[src/hw/usb_sie_pkg.sv]
// ***********************************************
// constants shared by the engine, its checks and its testbench
// ***********************************************
package usb_sie_pkg;
  // apb register byte offsets
  localparam logic [7:0] REG_CTRL = 8'h00;
  localparam logic [7:0] REG_STAT = 8'h04;
  localparam logic [7:0] REG_INT_STAT = 8'h08;
  localparam logic [7:0] REG_INT_MASK = 8'h0C;
  localparam logic [7:0] REG_TABLE_BASE = 8'h10;
  localparam logic [7:0] REG_START = 8'h14;
  localparam logic [7:0] REG_FRAME = 8'h18;
  // control register reset value
  localparam logic [3:0] CTRL_RST = 4'h0;
  // interrupt bit positions
  localparam int INT_ATTACH = 0;
  localparam int INT_DETACH = 1;
  localparam int INT_SOF = 2;
  localparam int INT_TICK = 3;
  localparam int INT_DONE = 4;
  localparam int INT_W = 5;
  // start register fields
  localparam int START_DIR = 4;
  localparam int START_EP_W = 4;
  // descriptor layout: word0 {own, count}, word1 buffer byte address
  localparam int DESC_OWN = 31;
  localparam int CNT_W = 10;
  localparam logic [31:0] DESC_WORD1 = 32'h0000_0004;
  localparam int TABLE_ALIGN = 9;
  // token bytes
  localparam logic [7:0] PID_SOF = 8'hA5;
  localparam int FRAME_W = 11;
  // timing: 1 ms frame at 250 MHz
  localparam int CLK_MHZ = 250;
  localparam int FRAME_US = 1000;
  localparam int FRAME_CYC = FRAME_US * CLK_MHZ;

  typedef struct packed {
    logic pingpong;
    logic frame_en;
    logic low_speed;
    logic host;
  } ctrl_s;

  typedef struct packed {
    logic [31:0] addr;
    logic [31:0] wdata;
    logic [3:0] be;
    logic we;
    logic req;
  } ram_req_s;

  typedef enum logic [6:0] {
    S_IDLE = 7'h01,
    S_DESC0 = 7'h02,
    S_DESC1 = 7'h04,
    S_TX = 7'h08,
    S_RX = 7'h10,
    S_WBACK = 7'h20,
    S_SOF = 7'h40
  } dma_state_e;
endpackage : usb_sie_pkg

[src/hw/ms_tick.sv]
`timescale 1ns/1ps
`default_nettype none
// ***********************************************
// enable-gated period divider, one-cycle tick
// ***********************************************
module ms_tick #(
  parameter int unsigned CYCLES = 250000
) (
  // clock and reset
  input wire logic clk,
  input wire logic resetn,
  // control
  input wire logic en,
  // tick out
  output logic tick_q
);
  logic [31:0] cnt_q;

  // counter restarts whenever disabled, so the first tick lands a full period after enable
  always_ff @(posedge clk or negedge resetn) begin
    if (!resetn) begin
      cnt_q <= 32'h0000_0000;
      tick_q <= 1'b0;
    end else if (!en) begin
      cnt_q <= 32'h0000_0000;
      tick_q <= 1'b0;
    end else if (cnt_q == CYCLES - 1) begin
      cnt_q <= 32'h0000_0000;
      tick_q <= 1'b1;
    end else begin
      cnt_q <= cnt_q + 32'h0000_0001;
      tick_q <= 1'b0;
    end
  end
endmodule : ms_tick
`default_nettype wire

[src/hw/usb_sie_dma.sv]
`timescale 1ns/1ps
`default_nettype none
// Overview of operation
// - host or device role, chosen by software
// - low or full speed only
// - dedicated dma moves payload to and from ram
// - descriptor table base is 512-byte aligned
// - buffers may start at any byte address
// - ownership flag gates every buffer access
// - many maskable sources, one interrupt line
// - ping-pong gives two alternating buffers each
// - full-speed host sends sof every ms
// - low-speed host sends keep-alives every ms
// - free 1 ms timer interrupt always available
// - sof interrupt only when attached and enabled
// - attach and detach are level interrupts
// - speed sampled from idle line polarity
module usb_sie_dma
  import usb_sie_pkg::*;
#(
  parameter int unsigned FRAME_CYCLES = FRAME_CYC
) (
  // clock and reset
  input wire logic clk,
  input wire logic resetn,
  // apb slave
  input wire logic psel,
  input wire logic penable,
  input wire logic pwrite,
  input wire logic [7:0] paddr,
  input wire logic [31:0] pwdata,
  output logic [31:0] prdata,
  output logic pready,
  output logic pslverr,
  // interrupt
  output logic irq,
  // ram master
  output usb_sie_pkg::ram_req_s ram_q,
  input wire logic ram_ack,
  input wire logic [31:0] ram_rdata,
  // byte stream to the serializer
  output logic [7:0] tx_data,
  output logic tx_valid,
  input wire logic tx_ready,
  output logic keepalive,
  // byte stream from the deserializer
  input wire logic [7:0] rx_data,
  input wire logic rx_valid,
  input wire logic rx_last,
  output logic rx_ready,
  // bus line levels, asynchronous
  input wire logic line_dp,
  input wire logic line_dm
);
  import usb_sie_pkg::*;

  ctrl_s ctrl_q;
  logic [INT_W-1:0] int_stat_q, int_mask_q, int_ev;
  logic [31:TABLE_ALIGN] table_base_q;
  logic [START_EP_W-1:0] ep_q;
  logic dir_q, start_q, done_q, sof_ev_q, ka_q;
  logic [31:0] pp_q;
  logic [FRAME_W-1:0] frame_q;
  dma_state_e state_q;
  logic [31:0] buf_q, rd_mux;
  logic [CNT_W-1:0] cnt_q, idx_q;
  logic [1:0] sof_idx_q;
  logic sof_pend_q, last_q, speed_full_q, tx_valid_q, rx_ready_q;
  logic [7:0] tx_data_q;
  logic dp_s1, dp_s2, dm_s1, dm_s2;
  logic frame_tick, otg_tick, attached, pp_sel, apb_acc;
  logic [31:0] desc_addr, byte_addr;
  logic [7:0] byte_rd;

  // ***********************************************
  // line synchroniser and line state
  // ***********************************************
  // two flops before any logic looks at the pins
  always_ff @(posedge clk or negedge resetn) begin
    if (!resetn) begin
      dp_s1 <= 1'b0;
      dp_s2 <= 1'b0;
      dm_s1 <= 1'b0;
      dm_s2 <= 1'b0;
    end else begin
      dp_s1 <= line_dp;
      dp_s2 <= dp_s1;
      dm_s1 <= line_dm;
      dm_s2 <= dm_s1;
    end
  end

  // single-ended zero means nobody pulls a line up
  assign attached = dp_s2 | dm_s2;

  // idle polarity differs per speed; only trusted while we are quiet, so data cannot fool it
  always_ff @(posedge clk or negedge resetn) begin
    if (!resetn) begin
      speed_full_q <= 1'b1;
    end else if (attached && state_q == S_IDLE && !rx_valid && (dp_s2 ^ dm_s2)) begin
      speed_full_q <= dp_s2;
    end
  end

  // ***********************************************
  // frame and on-the-go timers
  // ***********************************************
  ms_tick #(.CYCLES(FRAME_CYCLES)) u_frame_tick (
    .clk(clk),
    .resetn(resetn),
    .en(ctrl_q.frame_en & ctrl_q.host),
    .tick_q(frame_tick)
  );

  // the 1 ms timer runs whenever the engine is out of reset, unrelated to frames
  ms_tick #(.CYCLES(FRAME_CYCLES)) u_otg_tick (
    .clk(clk),
    .resetn(resetn),
    .en(1'b1),
    .tick_q(otg_tick)
  );

  // frame marker choice follows the speed bit; firmware must drop frame_en after detach
  always_ff @(posedge clk or negedge resetn) begin
    if (!resetn) begin
      sof_pend_q <= 1'b0;
      ka_q <= 1'b0;
      sof_ev_q <= 1'b0;
      frame_q <= '0;
    end else begin
      ka_q <= frame_tick & ctrl_q.low_speed;
      sof_ev_q <= frame_tick & attached;
      if (frame_tick) begin
        frame_q <= frame_q + 11'h001;
      end
      if (frame_tick && !ctrl_q.low_speed) begin
        sof_pend_q <= 1'b1;
      end else if (state_q == S_SOF && sof_idx_q == 2'h2 && tx_valid_q && tx_ready) begin
        sof_pend_q <= 1'b0;
      end
    end
  end

  // ***********************************************
  // dma engine
  // ***********************************************
  // one table entry per endpoint, direction and ping-pong half
  assign pp_sel = ctrl_q.pingpong & pp_q[{ep_q, dir_q}];
  assign desc_addr = {table_base_q, ep_q, dir_q, pp_sel, 3'h0};
  assign byte_addr = buf_q + {22'h000000, idx_q};
  assign byte_rd = ram_rdata[{ram_q.addr[1:0], 3'h0} +: 8];

  // the only driver of ram, tx and rx handshakes; sof waits for a transfer to finish
  always_ff @(posedge clk or negedge resetn) begin
    if (!resetn) begin
      state_q <= S_IDLE;
      ram_q <= '0;
      cnt_q <= '0;
      idx_q <= '0;
      buf_q <= 32'h0000_0000;
      last_q <= 1'b0;
      done_q <= 1'b0;
      tx_valid_q <= 1'b0;
      tx_data_q <= 8'h00;
      rx_ready_q <= 1'b0;
      sof_idx_q <= 2'h0;
      pp_q <= 32'h0000_0000;
    end else begin
      done_q <= 1'b0;
      case (state_q)
        S_IDLE: begin
          if (sof_pend_q) begin
            state_q <= S_SOF;
            sof_idx_q <= 2'h0;
            tx_data_q <= PID_SOF;
            tx_valid_q <= 1'b1;
          end else if (start_q) begin
            ram_q <= '{addr: desc_addr, wdata: 32'h0000_0000, be: 4'hF, we: 1'b0, req: 1'b1};
            state_q <= S_DESC0;
          end
        end
        S_DESC0: begin
          if (ram_ack) begin
            if (!ram_rdata[DESC_OWN]) begin
              ram_q.req <= 1'b0;
              state_q <= S_IDLE;
            end else begin
              cnt_q <= ram_rdata[CNT_W-1:0];
              ram_q.addr <= desc_addr + DESC_WORD1;
              state_q <= S_DESC1;
            end
          end
        end
        S_DESC1: begin
          if (ram_ack) begin
            buf_q <= ram_rdata;
            idx_q <= '0;
            last_q <= 1'b0;
            ram_q.req <= 1'b0;
            if (cnt_q == '0) begin
              ram_q <= '{addr: desc_addr, wdata: 32'h0000_0000, be: 4'hF, we: 1'b1, req: 1'b1};
              state_q <= S_WBACK;
            end else if (dir_q) begin
              state_q <= S_TX;
            end else begin
              rx_ready_q <= 1'b1;
              state_q <= S_RX;
            end
          end
        end
        S_TX: begin
          // byte-wide fetches keep odd buffer starts trivial at the cost of bandwidth
          if (!ram_q.req && !tx_valid_q) begin
            ram_q <= '{addr: byte_addr, wdata: 32'h0000_0000, be: 4'h1 << byte_addr[1:0], we: 1'b0, req: 1'b1};
          end else if (ram_q.req && ram_ack) begin
            ram_q.req <= 1'b0;
            tx_data_q <= byte_rd;
            tx_valid_q <= 1'b1;
          end else if (tx_valid_q && tx_ready) begin
            tx_valid_q <= 1'b0;
            idx_q <= idx_q + 10'h001;
            if (idx_q + 10'h001 == cnt_q) begin
              ram_q <= '{addr: desc_addr, wdata: {22'h000000, idx_q + 10'h001}, be: 4'hF, we: 1'b1, req: 1'b1};
              state_q <= S_WBACK;
            end
          end
        end
        S_RX: begin
          if (rx_valid && rx_ready_q) begin
            rx_ready_q <= 1'b0;
            last_q <= rx_last;
            ram_q <= '{addr: byte_addr, wdata: {4{rx_data}}, be: 4'h1 << byte_addr[1:0], we: 1'b1, req: 1'b1};
          end else if (ram_q.req && ram_ack) begin
            idx_q <= idx_q + 10'h001;
            if (last_q || idx_q + 10'h001 == cnt_q) begin
              ram_q <= '{addr: desc_addr, wdata: {22'h000000, idx_q + 10'h001}, be: 4'hF, we: 1'b1, req: 1'b1};
              state_q <= S_WBACK;
            end else begin
              ram_q.req <= 1'b0;
              rx_ready_q <= 1'b1;
            end
          end
        end
        S_WBACK: begin
          // own bit left clear hands the buffer back to the cpu
          // count was fixed on entry, so an ack in the first cycle still writes it
          if (ram_ack) begin
            ram_q.req <= 1'b0;
            done_q <= 1'b1;
            pp_q[{ep_q, dir_q}] <= ~pp_q[{ep_q, dir_q}];
            state_q <= S_IDLE;
          end
        end
        S_SOF: begin
          if (tx_ready) begin
            sof_idx_q <= sof_idx_q + 2'h1;
            tx_data_q <= sof_idx_q == 2'h0 ? frame_q[7:0] : {5'h00, frame_q[10:8]};
            if (sof_idx_q == 2'h2) begin
              tx_valid_q <= 1'b0;
              state_q <= S_IDLE;
            end
          end
        end
        default: begin
          state_q <= S_IDLE;
        end
      endcase
    end
  end

  // write-back word is built on the edge that enters S_WBACK; the ram may answer
  // at once, so nothing in the request may change while it waits

  // ***********************************************
  // apb register file
  // ***********************************************
  assign apb_acc = psel & penable & ~pready;

  // read mux; unmapped offsets read zero, and those above REG_FRAME flag an error
  always_comb begin
    rd_mux = 32'h0000_0000;
    case (paddr)
      REG_CTRL: rd_mux = {28'h0000000, ctrl_q};
      REG_STAT: rd_mux = {28'h0000000, pp_sel, state_q != S_IDLE, speed_full_q, attached};
      REG_INT_STAT: rd_mux = {27'h0000000, int_stat_q};
      REG_INT_MASK: rd_mux = {27'h0000000, int_mask_q};
      REG_TABLE_BASE: rd_mux = {table_base_q, 9'h000};
      REG_START: rd_mux = {27'h0000000, dir_q, ep_q};
      REG_FRAME: rd_mux = {21'h000000, frame_q};
      default: rd_mux = 32'h0000_0000;
    endcase
  end

  // one wait state per access keeps every apb output on a flop
  always_ff @(posedge clk or negedge resetn) begin
    if (!resetn) begin
      pready <= 1'b0;
      prdata <= 32'h0000_0000;
      pslverr <= 1'b0;
    end else begin
      pready <= apb_acc;
      prdata <= apb_acc && !pwrite ? rd_mux : 32'h0000_0000;
      pslverr <= apb_acc && paddr > REG_FRAME;
    end
  end

  // software-owned configuration
  always_ff @(posedge clk or negedge resetn) begin
    if (!resetn) begin
      ctrl_q <= CTRL_RST;
      int_mask_q <= '0;
      table_base_q <= '0;
      ep_q <= '0;
      dir_q <= 1'b0;
      start_q <= 1'b0;
    end else begin
      if (state_q == S_IDLE && !sof_pend_q) begin
        start_q <= 1'b0;
      end
      if (apb_acc && pwrite) begin
        case (paddr)
          REG_CTRL: ctrl_q <= pwdata[3:0];
          REG_INT_MASK: int_mask_q <= pwdata[INT_W-1:0];
          REG_TABLE_BASE: table_base_q <= pwdata[31:TABLE_ALIGN];
          REG_START: begin
            // a start while busy is ignored; software waits for ownership to return
            if (state_q == S_IDLE && !start_q) begin
              ep_q <= pwdata[START_EP_W-1:0];
              dir_q <= pwdata[START_DIR];
              start_q <= 1'b1;
            end
          end
          default: begin
          end
        endcase
      end
    end
  end

  // ***********************************************
  // interrupt status, mask and line
  // ***********************************************
  // attach and detach re-assert every cycle their line condition holds
  assign int_ev = {done_q, otg_tick, sof_ev_q, ~attached, attached};

  // set wins over a write-one clear in the same cycle
  always_ff @(posedge clk or negedge resetn) begin
    if (!resetn) begin
      int_stat_q <= '0;
      irq <= 1'b0;
    end else begin
      if (apb_acc && pwrite && paddr == REG_INT_STAT) begin
        int_stat_q <= (int_stat_q & ~pwdata[INT_W-1:0]) | int_ev;
      end else begin
        int_stat_q <= int_stat_q | int_ev;
      end
      irq <= |(int_stat_q & int_mask_q);
    end
  end

  // registered stream outputs
  assign tx_data = tx_data_q;
  assign tx_valid = tx_valid_q;
  assign rx_ready = rx_ready_q;
  assign keepalive = ka_q;
endmodule : usb_sie_dma
`default_nettype wire

[config.mk]
export PLATFORM = sky130hd
export DESIGN_NAME = usb_sie_dma
export DESIGN_NICKNAME = d
export VERILOG_FILES = /design/src/hw/usb_sie_pkg.sv /design/src/hw/ms_tick.sv /design/src/hw/usb_sie_dma.sv
export SDC_FILE = /design/constraint.sdc
export NUM_CORES = 1
export LEC_CHECK = 0
export BUFFER_PORTS_ARGS = -buffer_cell sky130_fd_sc_hd__buf_2
export CAP_MARGIN = 40
export CORE_ASPECT_RATIO = 0.9
export CORE_MARGIN = 4
export CORE_UTILIZATION = 63
export CTS_CLUSTER_DIAMETER = 50
export CTS_CLUSTER_SIZE = 12
export DETAILED_ROUTE_END_ITERATION = 16
export PLACE_DENSITY_LB_ADDON = 0.25
export SLEW_MARGIN = 10
export SYNTH_ARGS = -nofsm -noshare
export SYNTH_HDL_FRONTEND = slang
export SYNTH_SLANG_ARGS = --single-unit
[constraint.sdc]
create_clock -name clk -period 8.2 [get_ports clk]
set_input_delay 0.82 -clock clk [delete_from_list [all_inputs] [get_ports clk]]
set_output_delay 0.82 -clock clk [all_outputs]
set_load 0.05 [all_outputs]
==> results of run 1 <==
[cell families after synthesis]
family | after synthesis
compound gates | 200
xor+xnor | 108
fa+ha+maj | 18
buf+inv | 108
flops | 324
mux | 177
simple gates | 524
[area by class of cell]
type                    instances  share of cell area [%]
inverters                      25                   0.505
multi-input cells            1027                    40.3
clock buffers                  44                    5.41
well taps                     342                    2.30
clock inverters                12                    1.23
flip-flops and latches        324                    43.7
repair buffers                222                    6.56
[power breakdown]
part           internal (W)  total (W)  switching (W)
Sequential          0.00171    0.00182       0.000108
Combinational      0.000300   0.000850       0.000550
Clock               0.00106    0.00170       0.000645
Total               0.00307    0.00437        0.00130
[flip-flops by register name, summed over array words and instances, names as in the netlist, 2 cells and up]
| register | count |
|---|---|
| buf_q | 32 |
| cnt_q | 10 |
| ctrl_q | 4 |
| ep_q | 4 |
| frame_q | 11 |
| idx_q | 10 |
| int_mask_q | 5 |
| int_stat_q | 5 |
| pp_q | 32 |
| prdata | 32 |
| ram_q | 56 |
| sof_idx_q | 2 |
| state_q | 7 |
| table_base_q | 23 |
| tx_data | 8 |
| u_frame_tick.cnt_q | 32 |
| u_otg_tick.cnt_q | 32 |
[worst register-to-register path: cells and delay by family (launching register included)]
family | cells | cell delay, ps
and+or+nand+nor | 6 | 2870
AOI/OAI and AO/OA | 1 | 400
DFF | 1 | 470
[metal layers]
layer	vias to the layer above	wire length, um	GRT usage [%]
met5	-	16	0
met4	2	1660	11.4
met3	113	3540	6.72
met2	508	18900	44.6
met1	6139	17000	40.5
li1	5578	-	-
[through the flow]
| step | cell area [um^2] | setup slack [ps] | hold slack (ps) | std cells | power, W |
|---|---|---|---|---|---|
| floorplan | 16100 | 5110 | 331 | 1459 | 0.00242 |
| global placement | 17200 | 4490 | 332 | 1930 | 0.00265 |
| detailed placement | 17300 | 4450 | 336 | 1940 | 0.00268 |
| CTS | 18600 | 4420 | 349 | 1996 | 0.00438 |
| global route | 18600 | 4040 | 361 | 1996 | 0.00455 |
| finish | 18600 | 4340 | 341 | 1996 | 0.00437 |
[worst paths after layout]
kind,end,startpoint,depth (start not counted)
min in group clk,dp_s2$_DFF_PN0_,dp_s1$_DFF_PN0_,0
setup reg to reg,ram_q[15]$_DFFE_PN0P_,state_q[2]$_DFFE_PN0P_,7
hold reg to reg,dp_s2$_DFF_PN0_,dp_s1$_DFF_PN0_,0
max in group asynchronous,state_q[4]$_DFFE_PN0P_,resetn,3
hold / removal,ram_q[29]$_DFFE_PN0P_,resetn,1
setup / recovery,ram_q[15]$_DFFE_PN0P_,state_q[2]$_DFFE_PN0P_,7
[cell usage in the layout (no fill, tap or decap), drive strengths merged, types with 4 or more instances in the layout]
cell type	instances
a211oi	5
a21o	12
a21oi	23
a22o	11
a22oi	19
a31oi	9
and2	14
and3	54
and4	13
buf	222
bufinv	6
clkbuf	44
dfrtp	322
ha	17
inv	29
mux2	151
mux2i	8
mux4	18
nand2	117
nand2b	4
nand3	62
nand3b	5
nand4	27
nor2	132
nor2b	20
nor3	19
nor4	20
nor4b	8
o211ai	7
o21ai	66
o22ai	5
o311ai	5
o31ai	10
or2	5
or3	9
or4	6
xnor2	45
xor2	61
[synth_stat cells, types with 19 or more instances]
library cell,count
mux2_2,123
and3_1,54
o21ai_0,65
clkbuf_1,50
a21oi_1,23
nand2_1,115
nand4_1,26
xor2_1,61
nor2b_1,20
nor2_1,132
nor4_1,20
inv_1,25
a22oi_1,19
nand3_1,61
dfrtp_1,322
xnor2_1,45
==> summary.log, run 1 <==
[worst_setup_path] maximum fanout along the worst path 20
[sta] RSZ-0062 raised after global routing no
[sta] transition time of the tightest slew-check pin 951 ps
[grt] global-route wire length before repair 66.0 mm
[grt] global-route usage over all layers 29.0%
[worst_setup_path] worst reg2reg setup slack 4340 ps
[detailed_routing] antenna viol nets, final 0
[sta] final clock period utilization by the worst path 47.1%
[placed_design] half-perimeter wire length of the detailed placement result 29.1 mm
[synthesis] async set or reset register ratio after synthesis 100%
[grt] maximum number of pins on one net before global-route repair 134
[floorplanning] overall die width 176 um
[worst_setup_path] Crit path arrival time 4260 ps
[worst_setup_path] Slowest-stage cell, CP nor3b_1
[synthesis] count of flip-flops with a built-in enable after synthesis 0
[synthesis] count of cell types in the netlist 78
[clock_network] count of instances resized after the clock tree is built 0
[detailed_routing] Detailed Route Iter0 Violations 1046
[finish] Synth-to-Final Area Change 15.5%
[synthesis] cell type with the highest aggregate area in the netlist dfrtp_1
[status] status complete, no violations
[pwr] PwrDens 235 mW/mm^2
[pwr] static leakage 9.19 nW
[synthesis] Primary FF master, synth dfrtp_1
[detailed_routing] Vias 12300
[finish] Total Nets Final 1746
[synthesis] YS warnings 0
[floorplanning] overall die height 160 um
[synthesis] cell types occupying the most area after synthesis dfrtp_1 (50%), mux2_2 (8.6%), xor2_1 (3.3%)
[synthesis] Synth Net Count 1568
[finish] number of fill cells 1722
[floorplanning] full die area 0.0281 mm^2
[clock_network] CTS H-tree depth 2
[clock_network] cell at the root of the clock tree clkbuf_16
[finish] fin util 74.0%
[min_path] path type of the worst min-delay path primary input to async pin
[worst_setup_path] worst endpoint required time 8590 ps
[worst_setup_path] nature of the critical path endpoint flop
[sta] final clock skew 15.4 ps
[floorplanning] ports placed on the boundary 207
[sta] final-report max-slew violation count 0
[clock_network] worst-case clock buffer depth 3
[clock_network] clock latency at the later pin of the worst-skew pair 520 ps
[floorplanning] number of cell rows 55
[synthesis] Avg Cell Area, Syn 11.0 um^2
[synthesis] post-synthesis simple-gate area fraction 16.8%
[clock_network] number of sinks on the clock net 324
[worst_setup_path] launching element type of the critical path flop
[floorplanning] area of the core region 0.0251 mm^2
[worst_setup_path] cell-by-cell listing of the critical path nor3_2 > and3_1 > nor2_1 > nand3_1 > nor3b_1 > nand2_2 > a211o_1
[synthesis] combined area of all synthesized cells 0.0161 mm^2
[synthesis] xor and xnor fraction of the mapped netlist area 6.05%
[sta] endpoints failing hold 0
[synthesis] proportion of synthesized chip area in sequential cells 50.4%
[synthesis] compound-gate portion of the synthesized area 8.29%
[synthesis] fraction of post-synthesis cell area in the top cell type by area 50.1%
[clock_network] CTS clk-pin slew, worst paths 60 ps
[synthesis] largest family of logic cells by synthesized area simple AND/OR/NAND/NOR gates
[synthesis] share of synthesized area spent on multiplexers 13.9%
[placed_design] number of port buffers 202
[worst_setup_path] peak per-stage delay on the critical path 720 ps
[worst_setup_path] kind of cell adding the most delay to the critical path simple AND/OR/NAND/NOR gates
[worst_setup_path] Crit path buffers/inverters 0
[placed_design] final weighted congestion of routability-driven global placement 0.932
[finish] antenna diode count 0
[pwr] IR drop worst, VDD 178 uV
[synthesis] Gate Count Post-Synth 1459
[finish] area occupied by multi-input gates 0.00749 mm^2
[grt] grt ovf 0
[grt] number of global-route vias before repair 12400
[sta] accumulated negative setup slack 0 ps
[finish] share of final-layout standard cells stronger than drive strength 1 27.4%
[synthesis] flip-flop and latch count after synthesis 324
[clock_network] number of buffers created by CTS 37
[clock_network] count of hold buffers inserted by post-cts repair 0
[detailed_routing] detailed-route vias per instance 6.18
[detailed_routing] number of iterations in the first detailed-routing pass 5
[worst_setup_path] critical path class flop to flop
[sta] final worst path period need 3860 ps
[clock_network] count of buffers added by post-CTS timing repair for setup 0
[grt] initial antenna violation count 2
[detailed_routing] total wirelength of the detailed-routed design 41.0 mm
[sta] achievable frequency 0.259 GHz
[sta] worst-case headroom to the max-slew limit 36.4%
[synthesis] adder-cell share of the synthesized area 1.45%
[detailed_routing] residual DRC count 0
[sta] final setup violation count 0
[flow_run] number of violations of the max-capacitance limit 0
[detailed_routing] routed wire length per instance 20.6 um
[floorplanning] Initial Utilization 64.0%
[finish] area of all sequential standard cells 0.00811 mm^2
[clock_network] CTS tree yes
Note: power is estimated with default switching activity, not from simulation.
==> run 2, diff against run 1 <==
--- a/config.mk
+++ b/config.mk
@@ -5,11 +5,12 @@
 export SDC_FILE = /design/constraint.sdc
 export NUM_CORES = 1
 export LEC_CHECK = 0
+export ABC_AREA = 1
 export BUFFER_PORTS_ARGS = -buffer_cell sky130_fd_sc_hd__buf_2
 export CAP_MARGIN = 40
 export CORE_ASPECT_RATIO = 0.9
 export CORE_MARGIN = 4
-export CORE_UTILIZATION = 63
+export CORE_UTILIZATION = 53
 export CTS_CLUSTER_DIAMETER = 50
 export CTS_CLUSTER_SIZE = 12
 export DETAILED_ROUTE_END_ITERATION = 16
==> constraint.sdc (replaced) <==
create_clock -name clk -period 3.1 [get_ports clk]
set_input_delay 0.31 -clock clk [delete_from_list [all_inputs] [get_ports clk]]
set_output_delay 0.31 -clock clk [all_outputs]
set_load 0.05 [all_outputs]
==> summary.log, run 2 <==
[synthesis] Gate Count Post-Synth 2162 [+48%]
[detailed_routing] met2 routed wirelength 22.3 mm [+18%]
[worst_setup_path] Crit path arrival time 3280 ps [-980 ps]
[flow_run] number of violations of the max-capacitance limit 0 [unchanged]
[worst_setup_path] source of the critical timing path state_q[0]$_DFFE_PN1P_
[grt] global-route usage over all layers 27.3% [-1.7 points]
[sta] final worst path period need 2840 ps [-1020 ps]
[floorplanning] overall die height 177 um [+11%]
[detailed_routing] total wirelength of the detailed-routed design 48.2 mm [+17%]
[synthesis] async set or reset register ratio after synthesis 100% [unchanged]
[synthesis] count of cell types in the netlist 49 [-37%]
[min_path] Hold Crit Depth 3
[worst_setup_path] path depth of the worst reg2reg path 12 [+5]
[finish] most frequent standard cell in the layout excluding fill and tap cells nand2_1
[sta] PnR worst setup slack 256 ps [-4080 ps]
[grt] number of global-route vias before repair 14800 [+19%]
[sta] endpoints failing hold 0 [unchanged]
[synthesis] fraction of post-synthesis cell area in the top cell type by area 47.9% [-2.2 points]
[clock_network] number of sinks on the clock net 324 [unchanged]
[worst_setup_path] r2r startpoint state_q[0]$_DFFE_PN1P_
[worst_setup_path] capturing point of the worst reg2reg path tx_data[2]$_DFFE_PN0P_
[synthesis] proportion of synthesized chip area in sequential cells 48.2% [-2.2 points]
[pwr] IR drop worst, VDD 760 uV [+330%]
[worst_setup_path] cell-by-cell listing of the critical path inv_1 > nand2_1 > nor3_2 > nand2_1 > inv_2 > nand2_1 > nand2_1 > a31oi_1 > nand3_1 > inv_1 > nand4_1 > o21a_1
[grt] grt ovf 0 [unchanged]
[worst_setup_path] kind of cell adding the most delay to the critical path simple AND/OR/NAND/NOR gates
[detailed_routing] Vias 15400 [+25%]
[worst_setup_path] launching element type of the critical path flop
[clock_network] CTS tree yes
[finish] top library cells by usage in the layout, fill and taps aside nand2_1 (452), inv_1 (348), dfrtp_1 (322)
[min_path] Min-Delay Endpoint ram_q[35]$_DFFE_PN0P_
[worst_setup_path] maximum fanout along the worst path 12 [-40%]
[detailed_routing] total met3 wirelength after detailed routing 3.35 mm [-5.6%]
[placed_design] final weighted congestion of routability-driven global placement 0.939 [+0.67%]
[synthesis] Synth Net Count 2271 [+45%]
[synthesis] YS warnings 0 [unchanged]
[detailed_routing] Detailed Route Iter0 Violations 1340 [+28%]
[worst_setup_path] worst endpoint required time 3530 ps [-5060 ps]
[sta] accumulated negative setup slack 0 ps [unchanged]
[synthesis] most common library cells after synthesis nand2_1 (452), inv_1 (348), dfrtp_1 (322)
[finish] number of flip-flops under the largest register name 56 [unchanged]
[worst_setup_path] critical path class flop to flop
[grt] initial antenna violation count 1 [-1]
[status] status complete, no violations
[sta] worst-case headroom to the max-slew limit 40.4% [+4.0 points]
[synthesis] combined area of all synthesized cells 0.0168 mm^2 [+4.6%]
[finish] antenna diode count 0 [unchanged]
[sta] final clock skew 20.6 ps [+5.20 ps]
[sta] final clock period utilization by the worst path 91.7% [+45 points]
[worst_setup_path] CP dominant cell by count nand2_1
[clock_network] cell at the root of the clock tree clkbuf_16
[sta] RSZ-0062 raised after global routing no
[floorplanning] ports placed on the boundary 207 [unchanged]
[clock_network] number of buffers created by CTS 37 [unchanged]
[synthesis] Avg Cell Area, Syn 7.78 um^2 [-29%]
[sta] achievable frequency 0.352 GHz [+36%]
[clock_network] worst-case clock buffer depth 3 [unchanged]
[detailed_routing] length of routed wiring on met1 21.1 mm [+25%]
[synthesis] Primary FF master, synth dfrtp_1
[sta] final setup violation count 0 [unchanged]
[floorplanning] overall die width 196 um [+11%]
[grt] maximum number of pins on one net before global-route repair 86 [-36%]
[placed_design] DP Worst Slack 202 ps [-4250 ps]
[placed_design] Inst Count DP 2735 [+41%]
[worst_setup_path] nature of the critical path endpoint flop
[clock_network] count of buffers added by post-CTS timing repair for setup 0 [unchanged]
[sta] transition time of the tightest slew-check pin 894 ps [-56.5 ps]
[floorplanning] number of cell rows 61 [+11%]
[synthesis] cell type with the highest aggregate area in the netlist dfrtp_1
[worst_setup_path] peak per-stage delay on the critical path 540 ps [-180 ps]
[detailed_routing] detailed-route vias per instance 5.46 [-12%]
[finish] fin area 0.0197 mm^2 [+6.0%]
[finish] share of final-layout standard cells stronger than drive strength 1 14.2% [-13 points]
[synthesis] count of flip-flops with a built-in enable after synthesis 0 [unchanged]
[placed_design] number of port buffers 202 [unchanged]
[finish] area of all sequential standard cells 0.00811 mm^2 [unchanged]
[synthesis] dominant cell by count in the synthesized netlist nand2_1
[pwr] static leakage 9.84 nW [+7.1%]
[worst_setup_path] Crit path buffers/inverters 3 [+3]
[sta] final-report max-slew violation count 0 [unchanged]
[finish] Synth-to-Final Area Change 17.1%
[clock_network] CTS clk-pin slew, worst paths 60 ps [about the same]
[finish] non-filler instance count after layout 2814 [+41%]
[finish] fin util 63.4% [-11 points]
[detailed_routing] Highest Signal Layer met5
[clock_network] clock latency at the later pin of the worst-skew pair 550 ps [+30 ps]
[min_path] start point of the worst hold path rx_data[5]
[placed_design] half-perimeter wire length of the detailed placement result 35.5 mm [+22%]
[worst_setup_path] Slowest-stage cell, CP dfstp_2
[synthesis] flip-flop and latch count after synthesis 324 [unchanged]
[placed_design] Cell Area, Placed 0.0183 mm^2 [+5.5%]
[detailed_routing] routed wire length per instance 17.1 um [-17%]
[finish] Reg with most FFs ram_q
[floorplanning] Initial Utilization 54.1% [-9.9 points]
[floorplanning] full die area 0.0346 mm^2 [+23%]
[detailed_routing] antenna viol nets, final 0 [unchanged]
[detailed_routing] residual DRC count 0 [unchanged]
[synthesis] cell types occupying the most area after synthesis dfrtp_1 (48%), nand2_1 (10%), inv_1 (7.8%)
[worst_setup_path] worst reg2reg setup slack 260 ps [-4080 ps]
[min_path] path type of the worst min-delay path primary input to flop
[finish] area occupied by multi-input gates 0.00703 mm^2 [-6.2%]
[detailed_routing] number of iterations in the first detailed-routing pass 6 [+1]
[finish] number of fill cells 2706 [+57%]
[finish] Total Nets Final 2489 [+43%]
[grt] global-route wire length before repair 76.8 mm [+16%]
[pwr] PwrDens 799 mW/mm^2 [+240%]
[floorplanning] area of the core region 0.0311 mm^2 [+24%]
[clock_network] CTS H-tree depth 2 [unchanged]
-- run 2: changes by cell type after synthesis, sizes merged, moves of 61 or more --
cell	change
nand2	+339
nor2	+73
nand3	+61
nor3	+89
inv	+331
o21ai	+141
mux2	-136
-- run 2: logic make-up (layout without fill, tap and decap cells) --
logic type | after synthesis | after routing | synth area share (%)
mux | 15 | 15 | 1.00
simple gates | 971 | 971 | 25.2
buf+inv | 426 | 669 | 10.0
compound gates | 364 | 364 | 11.9
fa+ha+maj | 18 | 18 | 1.38
xor+xnor | 44 | 44 | 2.29
flops | 324 | 324 | 48.2
-- run 2: worst min-delay path, stage by stage --
cell and delay, ps:
buf_2 80, nand2_1 60, nand2_1 70
-- run 2: report_power, final --
part	switching [W]	internal (W)
registers	0.000663	0.00494
logic	0.00402	0.00161
clock network	0.00180	0.00271
-- run 2: through the flow --
stage	total power (W)	hold slack, ps
after global routing	0.0167	9.46
after CTS	0.0157	2.06
after detailed placement	0.0112	336
after floorplan	0.00955	14.4
final	0.0157	13.5
after global placement	0.0110	336
-- run 2: metal layers --
layer | GRT usage (%) | vias to the layer above
li1 | - | 7458
met1 | 38.3 | 7311
met2 | 44.1 | 513
met3 | 4.53 | 85
met4 | 8.32 | 2
met5 | 0 | -
-- run 2: layout make-up --
class / instances / area share [%]
sequential: 324 / 41.2
multi-input combinational: 1412 / 35.7
timing repair buffer: 249 / 7.46
inverter: 356 / 6.79
clock buffer: 49 / 5.08
tap: 409 / 2.60
clock inverter: 15 / 1.18
-- run 2: how the worst max path moves through the flow --
stage                             endpoint  slack [ps]  cells past startpoint
floorplan            ram_q[62]$_DFFE_PN0P_         760                     15
global route         ram_q[62]$_DFFE_PN0P_           4                     15
finish              tx_data[2]$_DFFE_PN0P_         260                     12
CTS                  ram_q[41]$_DFFE_PN0P_         140                     17
detailed placement   ram_q[41]$_DFFE_PN0P_         200                     17
global placement      ram_q[5]$_DFFE_PN0P_         350                     17
-- run 2: timing repair --
item	CTS	global route
hold endpoints to repair	94	0
hold buffers	15	0
resized for setup	0	5
endpoints found under the setup margin	0	39
